===== src/sigmod_defs.svh =====
// What this block does
// (RULE1) host disarms, resets gating, reads/shifts four nibbles
// (RULE2) host packs signature into low 16 bits
// (RULE3) nibbles shifted out are lost for good
// (RULE4) result read ends running acquisition first
// (RULE5) host reads six event nibbles into 24 bits
// (RULE6) host reads 16 waveform nibbles, splits high/low; sigmod_host keeps all 64 bits in one word, no split
// (RULE7) host reads signature, events, then waveform
// (RULE8) waveform travels through event and signature stages
// (RULE9) opcode 80 drives status plus data byte
// (RULE10) status peek never shifts nor disturbs acquisition
// (RULE11) byte bits 0-3 are output nibble
// (RULE12) bit 4 means clock edge within 200 ms
// (RULE13) bit 5 start seen, bit 6 stop seen
// (RULE14) bit 7 means clock module grounded
// (RULE15) host sends each opcode as one byte
// (RULE16) host idles 200 ms before opcode 00
// (RULE17) early opcode 00 ignored, stay detached
// (RULE18) 00 attaches, F0 detaches, pod then ignores
// (RULE19) single chain, four bits by 26 stages
// (RULE20) opcode 90 shifts every stage one nibble
// (RULE21) 28 disarms, 29 arms start handling
// (RULE22) opcode 80 announces a read response
// (RULE23) response held until next opcode, no stray shifts
`ifndef SIGMOD_DEFS_SVH
`define SIGMOD_DEFS_SVH

`define SM_STAGES 26
`define SM_SIG_FIRST 0
`define SM_SIG_LAST 3
`define SM_EVT_FIRST 4
`define SM_EVT_LAST 9
`define SM_WAV_FIRST 10
`define SM_WAV_LAST 25

`define SM_OP_ATTACH 8'h00
`define SM_OP_DISARM 8'h28
`define SM_OP_ARM 8'h29
`define SM_OP_READ 8'h80
`define SM_OP_SHIFT 8'h90
`define SM_OP_CLR_SIG 8'hb0
`define SM_OP_CLR_EVT 8'hc0
`define SM_OP_CLR_WAV 8'hd0
`define SM_OP_CLR_GATE 8'he0
`define SM_OP_DETACH 8'hf0

`define SM_BIT_CLK_SEEN 4
`define SM_BIT_START 5
`define SM_BIT_STOP 6
`define SM_BIT_GROUND 7

`define SM_CLK_NS 8
`define SM_WINDOW_MS 200
`define SM_WINDOW_CYC ((`SM_WINDOW_MS * 1000000) / `SM_CLK_NS)
`define SM_CNT_W 25

`define SM_REG_CTRL 32'h0000_0000
`define SM_REG_STATUS 32'h0000_0004
`define SM_CTRL_RESET 32'h0000_0001
`define SM_CTRL_LISTEN 0
`define SM_ST_ATTACHED 0
`define SM_ST_ARMED 1
`define SM_ST_RUN 2
`define SM_ST_START 3
`define SM_ST_STOP 4
`define SM_ST_CLK_SEEN 5
`define SM_ST_NIB_LSB 8
`define SM_RESP_OKAY 2'b00
`define SM_RESP_SLVERR 2'b10

`endif


===== src/sigmod_pkg.sv =====
package sigmod_pkg;
    typedef logic [3:0] sigmod_nib_t;
    typedef logic [7:0] sigmod_byte_t;
    typedef enum logic [1:0] {
        ACQ_WAIT,
        ACQ_RUN,
        ACQ_DONE
    } sigmod_acq_t;
endpackage : sigmod_pkg


===== src/sigmod_axi.sv =====
`timescale 1ns/1ps
`include "sigmod_defs.svh"
module sigmod_axi (
    input wire logic clk_in,
    input wire logic rst_b_in,
    input wire logic [31:0] awaddr_in,
    input wire logic awvalid_in,
    output logic awready_out,
    input wire logic [31:0] wdata_in,
    input wire logic [3:0] wstrb_in,
    input wire logic wvalid_in,
    output logic wready_out,
    output logic [1:0] bresp_out,
    output logic bvalid_out,
    input wire logic bready_in,
    input wire logic [31:0] araddr_in,
    input wire logic arvalid_in,
    output logic arready_out,
    output logic [31:0] rdata_out,
    output logic [1:0] rresp_out,
    output logic rvalid_out,
    input wire logic rready_in,
    input wire logic [31:0] status_in,
    output logic [31:0] ctrl_out
);
    import sigmod_pkg::*;

    logic [31:0] aw_addr, next_aw_addr, w_data, next_w_data;
    logic [3:0] w_strb, next_w_strb;
    logic aw_got, next_aw_got, w_got, next_w_got;
    logic [31:0] next_ctrl;
    logic next_bvalid, next_rvalid, next_awready, next_wready, next_arready;
    logic [1:0] next_bresp, next_rresp;
    logic [31:0] next_rdata;
    integer i;

    always_comb begin
        next_aw_addr = aw_addr;
        next_w_data = w_data;
        next_w_strb = w_strb;
        next_aw_got = aw_got;
        next_w_got = w_got;
        next_ctrl = ctrl_out;
        next_bvalid = bvalid_out;
        next_bresp = bresp_out;
        next_rvalid = rvalid_out;
        next_rresp = rresp_out;
        next_rdata = rdata_out;
        if (awvalid_in && awready_out) begin
            next_aw_got = 1'b1;
            next_aw_addr = awaddr_in;
        end
        if (wvalid_in && wready_out) begin
            next_w_got = 1'b1;
            next_w_data = wdata_in;
            next_w_strb = wstrb_in;
        end
        if (bvalid_out && bready_in) begin
            next_bvalid = 1'b0;
        end
        // response only once both halves are held
        if (aw_got && w_got && !bvalid_out) begin
            next_aw_got = 1'b0;
            next_w_got = 1'b0;
            next_bvalid = 1'b1;
            next_bresp = `SM_RESP_SLVERR;
            if (aw_addr[31:2] == 30'(`SM_REG_CTRL >> 2)) begin
                next_bresp = `SM_RESP_OKAY;
                for (i = 0; i < 4; i = i + 1) begin
                    if (w_strb[i]) begin
                        next_ctrl[i*8 +: 8] = w_data[i*8 +: 8];
                    end
                end
            end else if (aw_addr[31:2] == 30'(`SM_REG_STATUS >> 2)) begin
                next_bresp = `SM_RESP_OKAY;
            end
        end
        if (rvalid_out && rready_in) begin
            next_rvalid = 1'b0;
        end
        if (arvalid_in && arready_out) begin
            next_rvalid = 1'b1;
            next_rresp = `SM_RESP_OKAY;
            if (araddr_in[31:2] == 30'(`SM_REG_CTRL >> 2)) begin
                next_rdata = ctrl_out;
            end else if (araddr_in[31:2] == 30'(`SM_REG_STATUS >> 2)) begin
                next_rdata = status_in;
            end else begin
                next_rdata = 32'h0000_0000;
                next_rresp = `SM_RESP_SLVERR;
            end
        end
        next_awready = !next_aw_got && !next_bvalid;
        next_wready = !next_w_got && !next_bvalid;
        next_arready = !next_rvalid;
    end

    always_ff @(posedge clk_in) begin
        if (!rst_b_in) begin
            aw_addr <= 32'h0000_0000;
            w_data <= 32'h0000_0000;
            w_strb <= 4'h0;
            aw_got <= 1'b0;
            w_got <= 1'b0;
            ctrl_out <= `SM_CTRL_RESET;
            bvalid_out <= 1'b0;
            bresp_out <= `SM_RESP_OKAY;
            rvalid_out <= 1'b0;
            rresp_out <= `SM_RESP_OKAY;
            rdata_out <= 32'h0000_0000;
            awready_out <= 1'b0;
            wready_out <= 1'b0;
            arready_out <= 1'b0;
        end else begin
            aw_addr <= next_aw_addr;
            w_data <= next_w_data;
            w_strb <= next_w_strb;
            aw_got <= next_aw_got;
            w_got <= next_w_got;
            ctrl_out <= next_ctrl;
            bvalid_out <= next_bvalid;
            bresp_out <= next_bresp;
            rvalid_out <= next_rvalid;
            rresp_out <= next_rresp;
            rdata_out <= next_rdata;
            awready_out <= next_awready;
            wready_out <= next_wready;
            arready_out <= next_arready;
        end
    end
endmodule : sigmod_axi


===== src/sigmod_top.sv =====
`timescale 1ns/1ps
`include "sigmod_defs.svh"
module sigmod_top #(
    parameter int unsigned WINDOW_CYC = `SM_WINDOW_CYC
) (
    input wire logic clk_in,
    input wire logic rst_b_in,
    // pod bus, opcode side
    input wire logic pod_wr_in,
    input wire sigmod_pkg::sigmod_byte_t pod_op_in,
    // pod bus, response side
    output sigmod_pkg::sigmod_byte_t pod_data_out,
    output logic pod_oe_out,
    output logic pod_attached_out,
    // acquisition side
    input wire logic start_edge_in,
    input wire logic stop_edge_in,
    input wire logic clk_edge_in,
    input wire logic grounded_in,
    input wire logic result_load_in,
    input wire logic [103:0] result_data_in,
    output logic acq_run_out,
    output logic acq_end_out,
    // register bus
    input wire logic [31:0] awaddr_in,
    input wire logic awvalid_in,
    output logic awready_out,
    input wire logic [31:0] wdata_in,
    input wire logic [3:0] wstrb_in,
    input wire logic wvalid_in,
    output logic wready_out,
    output logic [1:0] bresp_out,
    output logic bvalid_out,
    input wire logic bready_in,
    input wire logic [31:0] araddr_in,
    input wire logic arvalid_in,
    output logic arready_out,
    output logic [31:0] rdata_out,
    output logic [1:0] rresp_out,
    output logic rvalid_out,
    input wire logic rready_in
);
    import sigmod_pkg::*;

    localparam logic [`SM_CNT_W-1:0] WIN = `SM_CNT_W'(WINDOW_CYC);

    function automatic logic is_op(input sigmod_byte_t op, input sigmod_byte_t code);
        is_op = (op == code);
    endfunction : is_op

    logic [31:0] ctrl, status;
    logic listen;
    logic op_seen;
    sigmod_byte_t op;

    sigmod_nib_t chain [`SM_STAGES];
    sigmod_nib_t next_chain [`SM_STAGES];
    sigmod_acq_t acq, next_acq;
    logic armed, next_armed;
    logic started, next_started;
    logic stopped, next_stopped;
    logic attached, next_attached;
    logic [`SM_CNT_W-1:0] idle_cnt, next_idle_cnt;
    logic [`SM_CNT_W-1:0] clk_cnt, next_clk_cnt;
    logic clk_seen;
    sigmod_byte_t next_pod_data;
    logic next_pod_oe, next_acq_end;
    logic do_shift, do_clr_sig, do_clr_evt, do_clr_wav;

    sigmod_axi u_axi (
        .clk_in(clk_in),
        .rst_b_in(rst_b_in),
        .awaddr_in(awaddr_in),
        .awvalid_in(awvalid_in),
        .awready_out(awready_out),
        .wdata_in(wdata_in),
        .wstrb_in(wstrb_in),
        .wvalid_in(wvalid_in),
        .wready_out(wready_out),
        .bresp_out(bresp_out),
        .bvalid_out(bvalid_out),
        .bready_in(bready_in),
        .araddr_in(araddr_in),
        .arvalid_in(arvalid_in),
        .arready_out(arready_out),
        .rdata_out(rdata_out),
        .rresp_out(rresp_out),
        .rvalid_out(rvalid_out),
        .rready_in(rready_in),
        .status_in(status),
        .ctrl_out(ctrl)
    );

    // software can mute the pod bus listener entirely
    assign listen = ctrl[`SM_CTRL_LISTEN];
    assign op = pod_op_in;
    // while detached only the attach opcode is heard
    assign op_seen = pod_wr_in && listen && (attached || is_op(op, `SM_OP_ATTACH));
    assign clk_seen = (clk_cnt < WIN); // RULE12

    assign do_shift = op_seen && is_op(op, `SM_OP_SHIFT); // RULE23
    assign do_clr_sig = op_seen && is_op(op, `SM_OP_CLR_SIG);
    assign do_clr_evt = op_seen && is_op(op, `SM_OP_CLR_EVT);
    assign do_clr_wav = op_seen && is_op(op, `SM_OP_CLR_WAV);

    assign status = {
        16'h0000,
        4'h0,
        chain[0],
        2'b00,
        clk_seen,
        stopped,
        started,
        (acq == ACQ_RUN),
        armed,
        attached
    };

    // result chain, stage 0 is the output end
    genvar g;
    generate
        for (g = 0; g < `SM_STAGES; g = g + 1) begin : g_stage
            always_comb begin
                next_chain[g] = chain[g];
                if (result_load_in) begin
                    next_chain[g] = result_data_in[g*4 +: 4];
                end else if (do_shift) begin
                    // top stage refills with zero, shifted data is gone
                    if (g == `SM_STAGES - 1) begin
                        next_chain[g] = 4'h0; // RULE3
                    end else begin
                        // wrapped index keeps the unused top-stage branch in range
                        next_chain[g] = chain[(g + 1) % `SM_STAGES]; // RULE8 RULE19 RULE20
                    end
                end else if (do_clr_sig && g <= `SM_SIG_LAST) begin
                    next_chain[g] = 4'h0;
                end else if (do_clr_evt && g >= `SM_EVT_FIRST && g <= `SM_EVT_LAST) begin
                    next_chain[g] = 4'h0;
                end else if (do_clr_wav && g >= `SM_WAV_FIRST) begin
                    next_chain[g] = 4'h0;
                end
            end

            always_ff @(posedge clk_in) begin
                if (!rst_b_in) begin
                    chain[g] <= 4'h0;
                end else begin
                    chain[g] <= next_chain[g];
                end
            end
        end
    endgenerate

    // gating, attachment and response byte
    always_comb begin
        next_acq = acq;
        next_armed = armed;
        next_started = started;
        next_stopped = stopped;
        next_attached = attached;
        next_pod_data = pod_data_out;
        next_pod_oe = pod_oe_out;
        next_acq_end = 1'b0;
        next_idle_cnt = idle_cnt;
        next_clk_cnt = clk_cnt;

        // any bus write restarts the idle measure
        if (pod_wr_in) begin
            next_idle_cnt = '0;
        end else if (idle_cnt < WIN) begin
            next_idle_cnt = idle_cnt + 1'b1;
        end
        if (clk_edge_in) begin
            next_clk_cnt = '0;
        end else if (clk_cnt < WIN) begin
            next_clk_cnt = clk_cnt + 1'b1;
        end

        case (acq)
            ACQ_WAIT: begin
                if (armed && start_edge_in) begin
                    next_acq = ACQ_RUN;
                    next_started = 1'b1;
                end
            end
            ACQ_RUN: begin
                if (stop_edge_in) begin
                    next_acq = ACQ_DONE;
                    next_stopped = 1'b1;
                end
            end
            ACQ_DONE: begin
                next_acq = ACQ_DONE;
            end
            default: begin
                next_acq = ACQ_WAIT;
            end
        endcase

        // response stays up until the next opcode arrives
        if (op_seen) begin
            next_pod_oe = 1'b0; // RULE23
            case (op)
                `SM_OP_ATTACH: begin
                    if (idle_cnt >= WIN) begin
                        next_attached = 1'b1; // RULE18
                    end // RULE17
                end
                `SM_OP_DETACH: begin
                    next_attached = 1'b0; // RULE18
                end
                `SM_OP_DISARM: begin
                    next_armed = 1'b0; // RULE21
                end
                `SM_OP_ARM: begin
                    next_armed = 1'b1; // RULE21
                end
                `SM_OP_CLR_GATE: begin
                    next_acq = ACQ_WAIT;
                    next_started = 1'b0;
                    next_stopped = 1'b0;
                end
                `SM_OP_READ: begin
                    // disarmed read is a result read; armed read is a peek
                    if (!armed && acq == ACQ_RUN) begin
                        next_acq = ACQ_DONE; // RULE4
                        next_acq_end = 1'b1; // RULE4
                    end // RULE10
                    next_pod_oe = 1'b1; // RULE9 RULE22
                    next_pod_data[3:0] = chain[0]; // RULE11
                    next_pod_data[`SM_BIT_CLK_SEEN] = clk_seen; // RULE12
                    next_pod_data[`SM_BIT_START] = started || next_started; // RULE13
                    next_pod_data[`SM_BIT_STOP] = stopped || next_stopped; // RULE13
                    next_pod_data[`SM_BIT_GROUND] = grounded_in; // RULE14
                end
                default: begin
                    next_attached = attached;
                end
            endcase
        end
        if (!listen) begin
            next_pod_oe = 1'b0;
        end
    end

    always_ff @(posedge clk_in) begin
        if (!rst_b_in) begin
            acq <= ACQ_WAIT;
            armed <= 1'b0;
            started <= 1'b0;
            stopped <= 1'b0;
            attached <= 1'b0;
            pod_data_out <= 8'h00;
            pod_oe_out <= 1'b0;
            acq_end_out <= 1'b0;
            idle_cnt <= '0;
            clk_cnt <= WIN;
            pod_attached_out <= 1'b0;
            acq_run_out <= 1'b0;
        end else begin
            acq <= next_acq;
            armed <= next_armed;
            started <= next_started;
            stopped <= next_stopped;
            attached <= next_attached;
            pod_data_out <= next_pod_data;
            pod_oe_out <= next_pod_oe;
            acq_end_out <= next_acq_end;
            idle_cnt <= next_idle_cnt;
            clk_cnt <= next_clk_cnt;
            pod_attached_out <= next_attached;
            acq_run_out <= (next_acq == ACQ_RUN);
        end
    end
endmodule : sigmod_top


===== config.mk =====
export PLATFORM = sky130hd
export DESIGN_NAME = sigmod_top
export DESIGN_NICKNAME = d
export VERILOG_FILES = /design/src/sigmod_pkg.sv /design/src/sigmod_axi.sv /design/src/sigmod_top.sv
export VERILOG_INCLUDE_DIRS = /design/src
export SDC_FILE = /design/constraint.sdc
export NUM_CORES = 1
export LEC_CHECK = 0
export BUFFER_PORTS_ARGS = -buffer_cell sky130_fd_sc_hd__buf_2
export CORE_AREA = 4 4 174 176
export DETAILED_ROUTE_END_ITERATION = 16
export DIE_AREA = 0 0 178 180
export MAX_ROUTING_LAYER = met4
export PLACE_DENSITY_LB_ADDON = 0.1
export SKIP_LAST_GASP = 1
export SLEW_MARGIN = 20
export SYNTH_ARGS = -nofsm -noshare
export SYNTH_HDL_FRONTEND = slang
export SYNTH_SLANG_ARGS = --single-unit

===== constraint.sdc =====
create_clock -name clk_in -period 2.68 [get_ports clk_in]
set_input_delay 0.268 -clock clk_in [delete_from_list [all_inputs] [get_ports clk_in]]
set_output_delay 0.268 -clock clk_in [all_outputs]
set_load 0.01 [all_outputs]

Yosys cells after proc, flatten, opt, wreduce, memory -nomap -nowiden
Memories as Yosys holds them, arrays and structs flattened.
Cells that the tools add are included.

cells by class
  add/subtract/negate cells = 2
  order comparisons = 3
  equality and inequality tests = 15
  multiplexer cells = 141
  bitwise operators = 27
  reduce and logical (&&, ||, !) cells = 44

operator list
  operator                                                           number
  4-bit two-way mux                                                  104
  30-bit by 1-bit == test with 1-bit output (second input constant)  2
  30-bit zero test                                                   2
  8-bit == test (second input constant)                              7
  25-bit by 1-bit adder with 25-bit output (second input constant)   2
  25-bit less-than comparator (second input constant)                2
  25-bit two-way mux                                                 2
  32-bit two-way mux                                                 1
  1-bit OR                                                           26
  25-bit >= comparator (second input constant)                       1
  1-bit two-way mux                                                  21
  3-bit AND reduction                                                6
  1-bit logical AND                                                  17
  8-bit by 6-bit == test with 1-bit output (second input constant)   2
  2-bit two-way mux                                                  8
  12-bit two-way mux                                                 1
  8-bit zero test                                                    1
  1-bit zero test                                                    6
  2-bit one-hot mux with 3 select lines                              1
  2-bit AND reduction                                                3
  2-bit nonzero test                                                 3
  2-bit by 1-bit == test with 1-bit output (second input constant)   2
  1-bit one-hot mux with 2 select lines                              2
  2-bit one-hot mux with 2 select lines                              1
  other kinds (6)                                                    9

word-level totals
  register bits after elaboration = 210
  memory bits (writable) = 104
  bits of input ports = 225
  output and inout bits = 53
  word-level logic and storage cells = 262
  memories kept = 1

memories
  memory  depth  width  read ports  clocked after Yosys merged registers in  wr ports  line              text
  chain   26     4      26          0                                        26        sigmod_top.sv:56  sigmod_nib_t chain [`SM_STAGES];

Logic depth before layout (Yosys ltp)
Gate-level depths: netlist (run 1).

  word-level depth = 8
  gate-level depth with buffers = 7
  gate-level depth less buffers = 6

Cells and area by module
From an unflattened synthesis (run 1), not the netlist that was laid out.

second synthesis, totals
  cell total of the unflattened synthesis = 1,615
  area total of the unflattened synthesis = 13,950.9 um^2

by module, submodules not included
  module      instances  cells each  area each (um^2)  sequential area each (um^2)
  sigmod_top  1          948         7,975.1           3,423.3
  sigmod_axi  1          667         5,975.7           2,782.7

Worst setup path after synthesis (run 1)
OpenSTA, ideal clock, no wires.

  path type = register -> register
  start = reg clk_cnt[6]
  end = reg clk_cnt[22]
  setup time = 122 ps
  arrival = 1,937 ps
  data required time = 2,558 ps
  setup slack = 621 ps
  stages on the path, launching flop included = 6
  buffers on the path = 0
  clock period less this slack = 2,059 ps
  path through = dfxtp_1 or4_4 o311ai_4 o21ai_2 o311a_1 a311o_1

on the way
  cells in the longest elaborated chain, start to end = 3
  elaborated cells between the ends (all ways) = 5
  those cells by class = 1 x add/sub; 1 x order compare; 2 x mux; 1 x reduce/logical

ends and longest elaborated chain
  what                                      line               text
  start: declaration                        sigmod_top.sv:64   logic [`SM_CNT_W-1:0] clk_cnt, next_clk_cnt;
  start signal: assignment                  sigmod_top.sv:270  clk_cnt <= next_clk_cnt;
  25-bit by 1-bit adder with 25-bit output  sigmod_top.sv:176  next_clk_cnt = clk_cnt + 1'b1;
  25-bit two-way mux                        sigmod_top.sv:175  end else if (clk_cnt < WIN) begin
  25-bit two-way mux                        sigmod_top.sv:173  if (clk_edge_in) begin

Parallel ways exist; a longest one is shown, timed or not. The select of a mux whose other input is x is not followed.
A chain may end at the register's enable or synchronous reset.

Final worst setup path (run 1)
Same ends and word-level chain as after synthesis.

==> results.cfg, run 1 <==
[sta]
finalSetupTns_ns = 0
finalWorstPathRequiredPeriod_ns = 2.37
slew_viol_final = 0
fin_crit_sh = 0.884
clock.fmax_mhz = 422
whs_ns = 0.0112
max_slew_margin = 0.360
worstMarginPinSlew_ns = 0.958
setup_viol_count_final = 0
hold_viol = 0
skew_ns = 0.0164
rsz0062_at_grt = no

[detailed_routing]
num_vias = 12300
firstDrtPassIters = 5
drtAntennaViolNets = 0
vias_per_cell = 5.47
drcViolationCount = 0
drtIter0Drc = 761
wl_per_cell_um = 16.0
routed_wl_um = 35900

[synthesis]
syn_inst = 1552
yosys_warnings = 0
synth-seq-cells = 310
synth.area.mux_share = 0.0181
synth_enable_flop_cells = 0
synth.largest_area_cell = dfxtp_1
syn_avg_cell_area_um2 = 8.25
synth_fa_ha_area_frac = 0.00293
synthXorXnorAreaFrac = 0.00273
ys_types = 66
yosys.area_share.simple = 0.217
synth_compound_area_frac = 0.229
syn_area_um2 = 12800
yosysTopAreaCellShare = 0.484
synth_top_family_by_area = compound AO/OA/AOI/OAI gates
synthArstFlopShare = 0
synthTopCellsByArea = dfxtp_1 48%, nand2_1 6.3%, o21ai_0 6.2%, a21oi_1 5.4%, a221oi_1 4.1%
ys.flop_type = dfxtp_1
seq_area_frac_synth = 0.484

[clocking]
post_cts_resized = 0
root_buffer = clkbuf_16
cts_inserted_buffers = 35
clk_transition_reported_paths_ns = 0.06
clk_latency_ns = 0.51
cts.sinks = 310
clockBufferDepth = 3
tritoncts = done
cts_max_level = 2

[cells_and_area]
multi_input_area_um2 = 6060
drive_gt1_frac = 0.205
final_cells = 2243
stdcell_area_um2 = 16200
nFillCells = 2649
syn_to_final_growth_pct = 26.8
seqCellArea_um2 = 6210
nets = 2061

[worst_setup_path]
critical_path_class = flip-flop to flip-flop
worstPathMaxFanout = 24
required_ns = 3.07
cp_data_arrival_time_ns = 2.76
startpoint_type = flip-flop
crit_path_end_kind = flip-flop

[place]
hpwlAfterDp_um = 23700
io_buffers = 271
gp_congestion = 0.850
dpl_cell_area_um2 = 14400
dp.cells = 2108

[pwr]
p_per_area_nw_per_um2 = 639
p_comb_frac = 0.079
vdd_drop_max_v = 0.000435
seq_power_share = 0.472
swShare = 0.231
p_leak_nw = 6.20
clockPowerShare = 0.449
total_power_w = 0.0104
p_int_w = 0.00799
p_switching_w = 0.00240

[global_route]
antenna_found_initial = 3
grt_pass1_wl_um = 57700
grt_pass1_vias = 11500
grt_max_degree = 125
grt-ovfl-total = 0
grt_usage = 0.218

[floorplanning]
die-area_um2 = 32000
initial_core_util = 0.448
fp.dieW_um = 178
rows = 62
core-area_um2 = 28600
num_io_pins = 278
die_h_um = 180

[status]
outcome = completed

[run]
drv_cap = 0

[hold_path]
hold_class = input port to flip-flop
layout by cell type, fill, tap and decap left out, types with 11 or more instances in the layout:
cell	count
o31ai_1	11
o21ai_0	158
nand4_1	17
a221oi_1	60
buf_4	25
nor4_1	18
dfxtp_1	310
nand3_1	89
clkbuf_1	11
clkbuf_16	35
or4_1	18
or3_1	14
a21oi_1	139
nor3_1	14
or3b_1	13
buf_2	270
nand2_1	216
mux2i_1	13
nor2_1	140
a22oi_1	31
dlygate4sd3_1	72
a31oi_1	44
inv_1	18
metal layers:
metal  global-route usage  routed length (µm)
met1                0.303               16700
met5                    -                   0
met2                0.332               16300
met3               0.0357                2130
met4               0.0585                 700
sequential cells by signal (all words and copies together) (netlist names), 2 cells and up:
register,flops
u_axi.ctrl_out,32
acq,2
u_axi.rdata_out,32
idle_cnt,25
chain,104
clk_cnt,25
u_axi.w_strb,4
pod_data_out,8
u_axi.aw_addr,30
u_axi.w_data,32
layout make-up:
cell class / count / area share
flip-flops and latches: 310 / 0.382
multi-input cells: 1097 / 0.373
repair buffers: 369 / 0.142
clock buffers: 54 / 0.0632
well taps: 384 / 0.0296
clock inverters: 6 / 0.00516
inverters: 20 / 0.00478
diodes: 3 / 0.000462
cell usage after synthesis, types with 3 or more instances:
| master | number |
|---|---|
| a31oi_1 | 44 |
| a221oi_1 | 60 |
| buf_2 | 8 |
| o31ai_1 | 12 |
| mux2_2 | 9 |
| and4_1 | 4 |
| and3_1 | 10 |
| clkbuf_1 | 106 |
| nand2b_1 | 5 |
| inv_1 | 20 |
| dfxtp_1 | 310 |
| nor4_1 | 21 |
| o21a_1 | 3 |
| nor3_1 | 14 |
| a22oi_1 | 31 |
| a41o_1 | 3 |
| o21ai_0 | 158 |
| or4_1 | 18 |
| nor2b_1 | 4 |
| nand2_1 | 216 |
| or3b_2 | 3 |
| or3b_1 | 13 |
| or2_2 | 5 |
| nand4_1 | 17 |
| buf_1 | 7 |
| nor2_1 | 140 |
| nand3_1 | 89 |
| o211ai_1 | 3 |
| a21oi_1 | 139 |
| ha_1 | 3 |
| mux2i_1 | 13 |
| a311o_1 | 3 |
| or3_1 | 14 |
| and2_1 | 4 |
critical path, cell delays in order, from the launching register on:
cell	delay [ns]
dfxtp_1	0.35
or4_4	0.57
o311ai_4	0.29
o21ai_2	0.30
o311a_1	0.43
a311o_1	0.31
power groups by stage:
| stage | Combinational [W] | Sequential [W] | Clock, W |
|---|---|---|---|
| after floorplan | 0.000454 | 0.00496 | 0 |
| after global placement | 0.000732 | 0.00500 | 0 |
| after detailed placement | 0.000741 | 0.00500 | 0 |
| after CTS | 0.000825 | 0.00490 | 0.00476 |
| after global routing | 0.000925 | 0.00493 | 0.00493 |
| final | 0.000821 | 0.00490 | 0.00466 |
kinds of logic (layout without fill, tap and decap cells):
group / after synthesis / in the layout
XOR/XNOR: 4 / 4
other: 1 / 5
AO/OA/AOI/OAI: 478 / 478
multiplexers: 22 / 22
AND/OR/NAND/NOR: 588 / 588
adder cells (fa/ha/maj): 3 / 3
buffers and inverters: 146 / 449
flip-flops: 310 / 310
repair_timing:
action                                 CTS  global route
setup buffers                            0             0
endpoints found under the hold margin   72             0
hold buffers                            72             0
path summary, 6_finish.rpt:
check,to,startpoint,depth (start not counted),slack (ns)
worst max-delay path,clk_cnt[22],clk_cnt[6],5,0.31
worst max register to register,clk_cnt[22],clk_cnt[6],5,0.31
worst min-delay path,u_axi.aw_addr[7],awaddr_in[7],3,0.01
worst min register to register,u_axi.aw_addr[26],u_axi.aw_addr[26],2,0.45
through the flow:
stage / setup WS, ns / utilization
finish: 0.311 / 0.567
CTS: 0.327 / 0.567
global route: 0.224 / 0.567
global placement: 0.347 / 0.503
floorplan: 0.621 / -
detailed placement: 0.298 / 0.503
Power figures use the tool's default switching activity.
==> run 2: changes to the inputs <==
clock period = 3.1 ns   (was 2.68 ns; I/O delays follow)
==> run 2 against run 1 <==
  * Maximum frequency decreased by 1.5%
  * Non-clock buffer count fell by 76
  * Critical endpoint unchanged
  * Register-to-register slack improved by 0.38 ns
  * Critical path type unchanged
  * Cell count fell by 2.9%
  * Utilization is 2.6 points lower
==> results.cfg, run 2 (synthesis results as in run 1) <==
[status]
outcome = completed

[worst_setup_path]
worstPathMaxFanout = 24
cp_data_arrival_time_ns = 2.78
crit_path_end_kind = flip-flop
critical_path_class = flip-flop to flip-flop
crit_chain = or4_4 > o311ai_4 > o21ai_2 > o311a_1 > a311o_1
startpoint_type = flip-flop
required_ns = 3.48
critPathMaxStageDelay_ns = 0.57
crit_slowest_cell = or4_4

[cells_and_area]
regMostFlops = chain
syn_to_final_growth_pct = 21.0
largest_reg_flops = 104
nets = 1985
final_common_cell = dfxtp_1
final_cells = 2177
mostFrequentLayoutCells = 310 x dfxtp_1, 270 x buf_2, 216 x nand2_1, 158 x o21ai_0, 140 x nor2_1
drive_gt1_frac = 0.213
fin_util = 0.541

[pwr]
p_int_w = 0.00674
clockPowerShare = 0.445
p_per_area_nw_per_um2 = 567
p_leak_nw = 5.88
p_switching_w = 0.00205
seq_power_share = 0.483
swShare = 0.233
vdd_drop_max_v = 0.000320
p_comb_frac = 0.073

[floorplanning]
core-area_um2 = 28600
rows = 62
die_h_um = 180
die-area_um2 = 32000
fp.dieW_um = 178
num_io_pins = 278
initial_core_util = 0.448

[sta]
skew_ns = 0.0168
whs_ns = 0.0376
finalSetupTns_ns = 0
clock.fmax_mhz = 416
worstMarginPinSlew_ns = 0.956
hold_viol = 0
rsz0062_at_grt = no
fin_crit_sh = 0.776
finalWorstPathRequiredPeriod_ns = 2.41
fin_ws_ns = 0.695
max_slew_margin = 0.362
setup_viol_count_final = 0
slew_viol_final = 0

[clocking]
post_cts_resized = 0
cts.sinks = 310
tritoncts = done
clk_transition_reported_paths_ns = 0.06
post-cts-setup-buffers = 0
cts_hold_buf = 0
cts_max_level = 2
clockBufferDepth = 3
root_buffer = clkbuf_16
clk_latency_ns = 0.50
cts_inserted_buffers = 35

[global_route]
grt_usage = 0.209
grt-ovfl-total = 0
grt_pass1_wl_um = 54900
grt_max_degree = 125
grt_pass1_vias = 11000
antenna_found_initial = 13

[place]
dp.cells = 2103
pre_cts_ws_ns = 0.610
hpwlAfterDp_um = 23600
io_buffers = 271
gp_congestion = 0.813

[detailed_routing]
firstDrtPassIters = 4
drcViolationCount = 0
routed_wl_um = 34900
wl_per_cell_um = 16.0
drtAntennaViolNets = 0
num_vias = 12000
drtIter0Drc = 792
vias_per_cell = 5.50

[run]
drv_cap = 0

[hold_path]
hold_class = input port to flip-flop
==> run 2: changes by cell type in the layout (fill, tap and decap cells not counted), moves of 2 or more <==
cell	previous run	this run
clkbuf_1	11	9
buf_4	25	20
clkinv_2	3	6
diode_2	3	13
dlygate4sd3_1	72	0
==> run 2: power by group through the flow <==
stage / logic, W / registers (W) / clock network, W
floorplan: 0.000393 / 0.00429 / 0
global placement: 0.000633 / 0.00432 / 0
detailed placement: 0.000641 / 0.00433 / 0
CTS: 0.000643 / 0.00424 / 0.00400
global route: 0.000724 / 0.00426 / 0.00416
finish: 0.000639 / 0.00424 / 0.00391
==> run 2: worst paths after layout <==
check | from | to | slack (ns) | cells past startpoint
max | clk_cnt[6] | clk_cnt[22] | 0.69 | 5
max reg2reg | clk_cnt[6] | clk_cnt[22] | 0.69 | 5
min | wdata_in[20] | u_axi.w_data[20] | 0.04 | 3
min reg2reg | u_axi.aw_addr[21] | u_axi.aw_addr[21] | 0.45 | 2
==> run 2: per-layer routing <==
metal / track usage / vias up / part of all wire
met1: 0.285 / 5546 / 0.46
met4: 0.0541 / 0 / 0.018
met2: 0.319 / 325 / 0.46
li1: - / 6066 / -
met3: 0.0420 / 45 / 0.065
met5: - / - / 0
==> run 2: final cells by class <==
type | instances | area, µm²
clock inverter | 9 | 76.3
sequential | 310 | 6210
inverter | 20 | 77.6
tap | 384 | 480
clock buffer | 51 | 1010
multi-input combinational | 1097 | 6060
fill | 2731 | 13100
antenna | 13 | 32.5
timing repair buffer | 293 | 1560
==> run 2: critical path: cells and delay by family, from the launching register on <==
kind | cells | cell delay, ns
and+or+nand+nor | 1 | 0.57
AOI/OAI and AO/OA | 4 | 1.35
DFF | 1 | 0.36
==> run 2: metrics by stage <==
step                total power, W  area (µm²)
floorplan                  0.00468       12800
global placement           0.00496       14400
detailed placement         0.00497       14400
CTS                        0.00889       15400
global route               0.00914       15500
finish                     0.00879       15500
==> run 3: changes to the inputs <==
clock period = 2.2 ns   (was 3.1 ns; I/O delays follow)
==> run 3 against run 2 <==
  * The run now ends with setup timing left
  * First-iteration DRC count is 25% higher
  * Via count is 8.5% higher
  * Critical path type unchanged
  * Largest power group unchanged
  * Highest routed layer unchanged
  * Utilization is 6.8 points higher
  * Largest cell class unchanged
  * Maximum frequency is 7.5% higher
  * Sequential power is 41% higher
  * Routed wire length is 11% higher
==> results.cfg, run 3 (synthesis results as in run 1) <==
[sta]
rsz0062_at_grt = yes
fin_crit_sh = 1.02
max_slew_margin = 0.377
hold_viol = 0
finalWorstPathRequiredPeriod_ns = 2.24
clock.fmax_mhz = 447
setup_viol_count_final = 4
fin_ws_ns = -0.0384
whs_ns = 0.00821
slew_viol_final = 0
skew_ns = 0.0275
worstMarginPinSlew_ns = 0.932
finalSetupTns_ns = -0.0814

[worst_setup_path]
required_ns = 2.65
crit_path_end_kind = flip-flop
cp_data_arrival_time_ns = 2.68
r2r_setup_slack_ns = -0.04
worstPathMaxFanout = 7
startpoint_type = flip-flop
critical_path_class = flip-flop to flip-flop
endpoint = clk_cnt[23]
r2r_cells = 6
timing.rr.start = clk_cnt[6]
worstSetupStartpoint = clk_cnt[6]
r2r_end = clk_cnt[23]

[global_route]
grt_max_degree = 123
antenna_found_initial = 1
grt-ovfl-total = 0
grt_usage = 0.237
grt_pass1_wl_um = 62200
grt_pass1_vias = 12400

[pwr]
p_per_area_nw_per_um2 = 721
vdd_drop_max_v = 0.000493
p_leak_nw = 6.78

[cells_and_area]
fin_util = 0.610
largest_reg_flops = 104
nets = 2188
drive_gt1_frac = 0.217
nFillCells = 2513
final_common_cell = dfxtp_1
syn_to_final_growth_pct = 36.3
regMostFlops = chain
stdcell_area_um2 = 17500
mostFrequentLayoutCells = 309 x dfxtp_1, 270 x buf_2, 216 x nand2_1, 158 x o21ai_0, 152 x dlygate4sd3_1
final_cells = 2363

[detailed_routing]
drtAntennaViolNets = 0
routed_wl_um = 38600
vias_per_cell = 5.50
wl_per_cell_um = 16.3
drtIter0Drc = 992
drcViolationCount = 0
num_vias = 13000
firstDrtPassIters = 5

[hold_path]
hold_class = input port to flip-flop
hold_depth = 3

[status]
violations = setup timing
outcome = finished with violations

[clocking]
cts_max_level = 2
clk_transition_reported_paths_ns = 0.06
cts_inserted_buffers = 35
root_buffer = clkbuf_16
clk_latency_ns = 0.51
cts.sinks = 310
tritoncts = done
clockBufferDepth = 3

[place]
dpl_cell_area_um2 = 14800
io_buffers = 271
hpwlAfterDp_um = 24400
gp_congestion = 0.855
dp.cells = 2152

[floorplanning]
initial_core_util = 0.448
num_io_pins = 278
die-area_um2 = 32000
core-area_um2 = 28600
die_h_um = 180
fp.dieW_um = 178
rows = 62

[run]
drv_cap = 0
-- run 3: stage by stage --
step                      total power [W]  setup WS [ns]
final                              0.0126        -0.0384
after global routing               0.0131         -0.101
after CTS                          0.0127       0.000303
after detailed placement          0.00704        -0.0299
after global placement            0.00703        0.00308
after floorplan                   0.00660          0.141
-- run 3: layout make-up --
| class | count | area [µm²] | share of cell area |
|---|---|---|---|
| multi-input cells | 1097 | 6100 | 0.349 |
| clock inverters | 2 | 13.8 | 0.000788 |
| repair buffers | 496 | 3540 | 0.203 |
| diodes | 1 | 2.50 | 0.000143 |
| inverters | 20 | 77.6 | 0.00444 |
| flip-flops and latches | 310 | 6210 | 0.356 |
| well taps | 384 | 480 | 0.0275 |
| clock buffers | 53 | 1030 | 0.0592 |
-- run 3: worst max-delay path: stages, from the launching register on --
cell and delay (ns):
dfxtp_2 0.32, or4_4 0.54, o311ai_4 0.37, buf_6 0.17, o2111ai_4 0.17, or4_4 0.46
a21oi_2 0.14
-- run 3: metal layers --
| metal | share of wire | global-route usage |
|---|---|---|
| met5 | 0 | - |
| met2 | 0.46 | 0.368 |
| met3 | 0.058 | 0.0376 |
| met1 | 0.45 | 0.317 |
| met4 | 0.031 | 0.0808 |
-- run 3: worst min-delay path by stage --
stage                       startpoint           endpoint
detailed placement    u_axi.w_data[21]   u_axi.w_data[21]
CTS                        wstrb_in[0]    u_axi.w_strb[0]
floorplan                awaddr_in[10]  u_axi.aw_addr[10]
finish              result_data_in[63]       chain[0][63]
global placement     u_axi.aw_addr[19]  u_axi.aw_addr[19]
global route        result_data_in[36]       chain[0][36]
-- run 3: what timing repair did --
action / in CTS / in global routing
hold buffers: 151 / 1
setup endpoints to repair: 1 / 14
endpoints found under the hold margin: 151 / 1
gates resized for setup: 1 / 7
buffers inserted: 0 / 3
pin swaps: 0 / 4
-- run 3: power by group --
group          switching (W)  internal (W)  total, W
Clock                0.00220       0.00321   0.00541
Sequential          0.000140       0.00584   0.00597
Combinational       0.000598      0.000594   0.00119
Total                0.00294       0.00964    0.0126
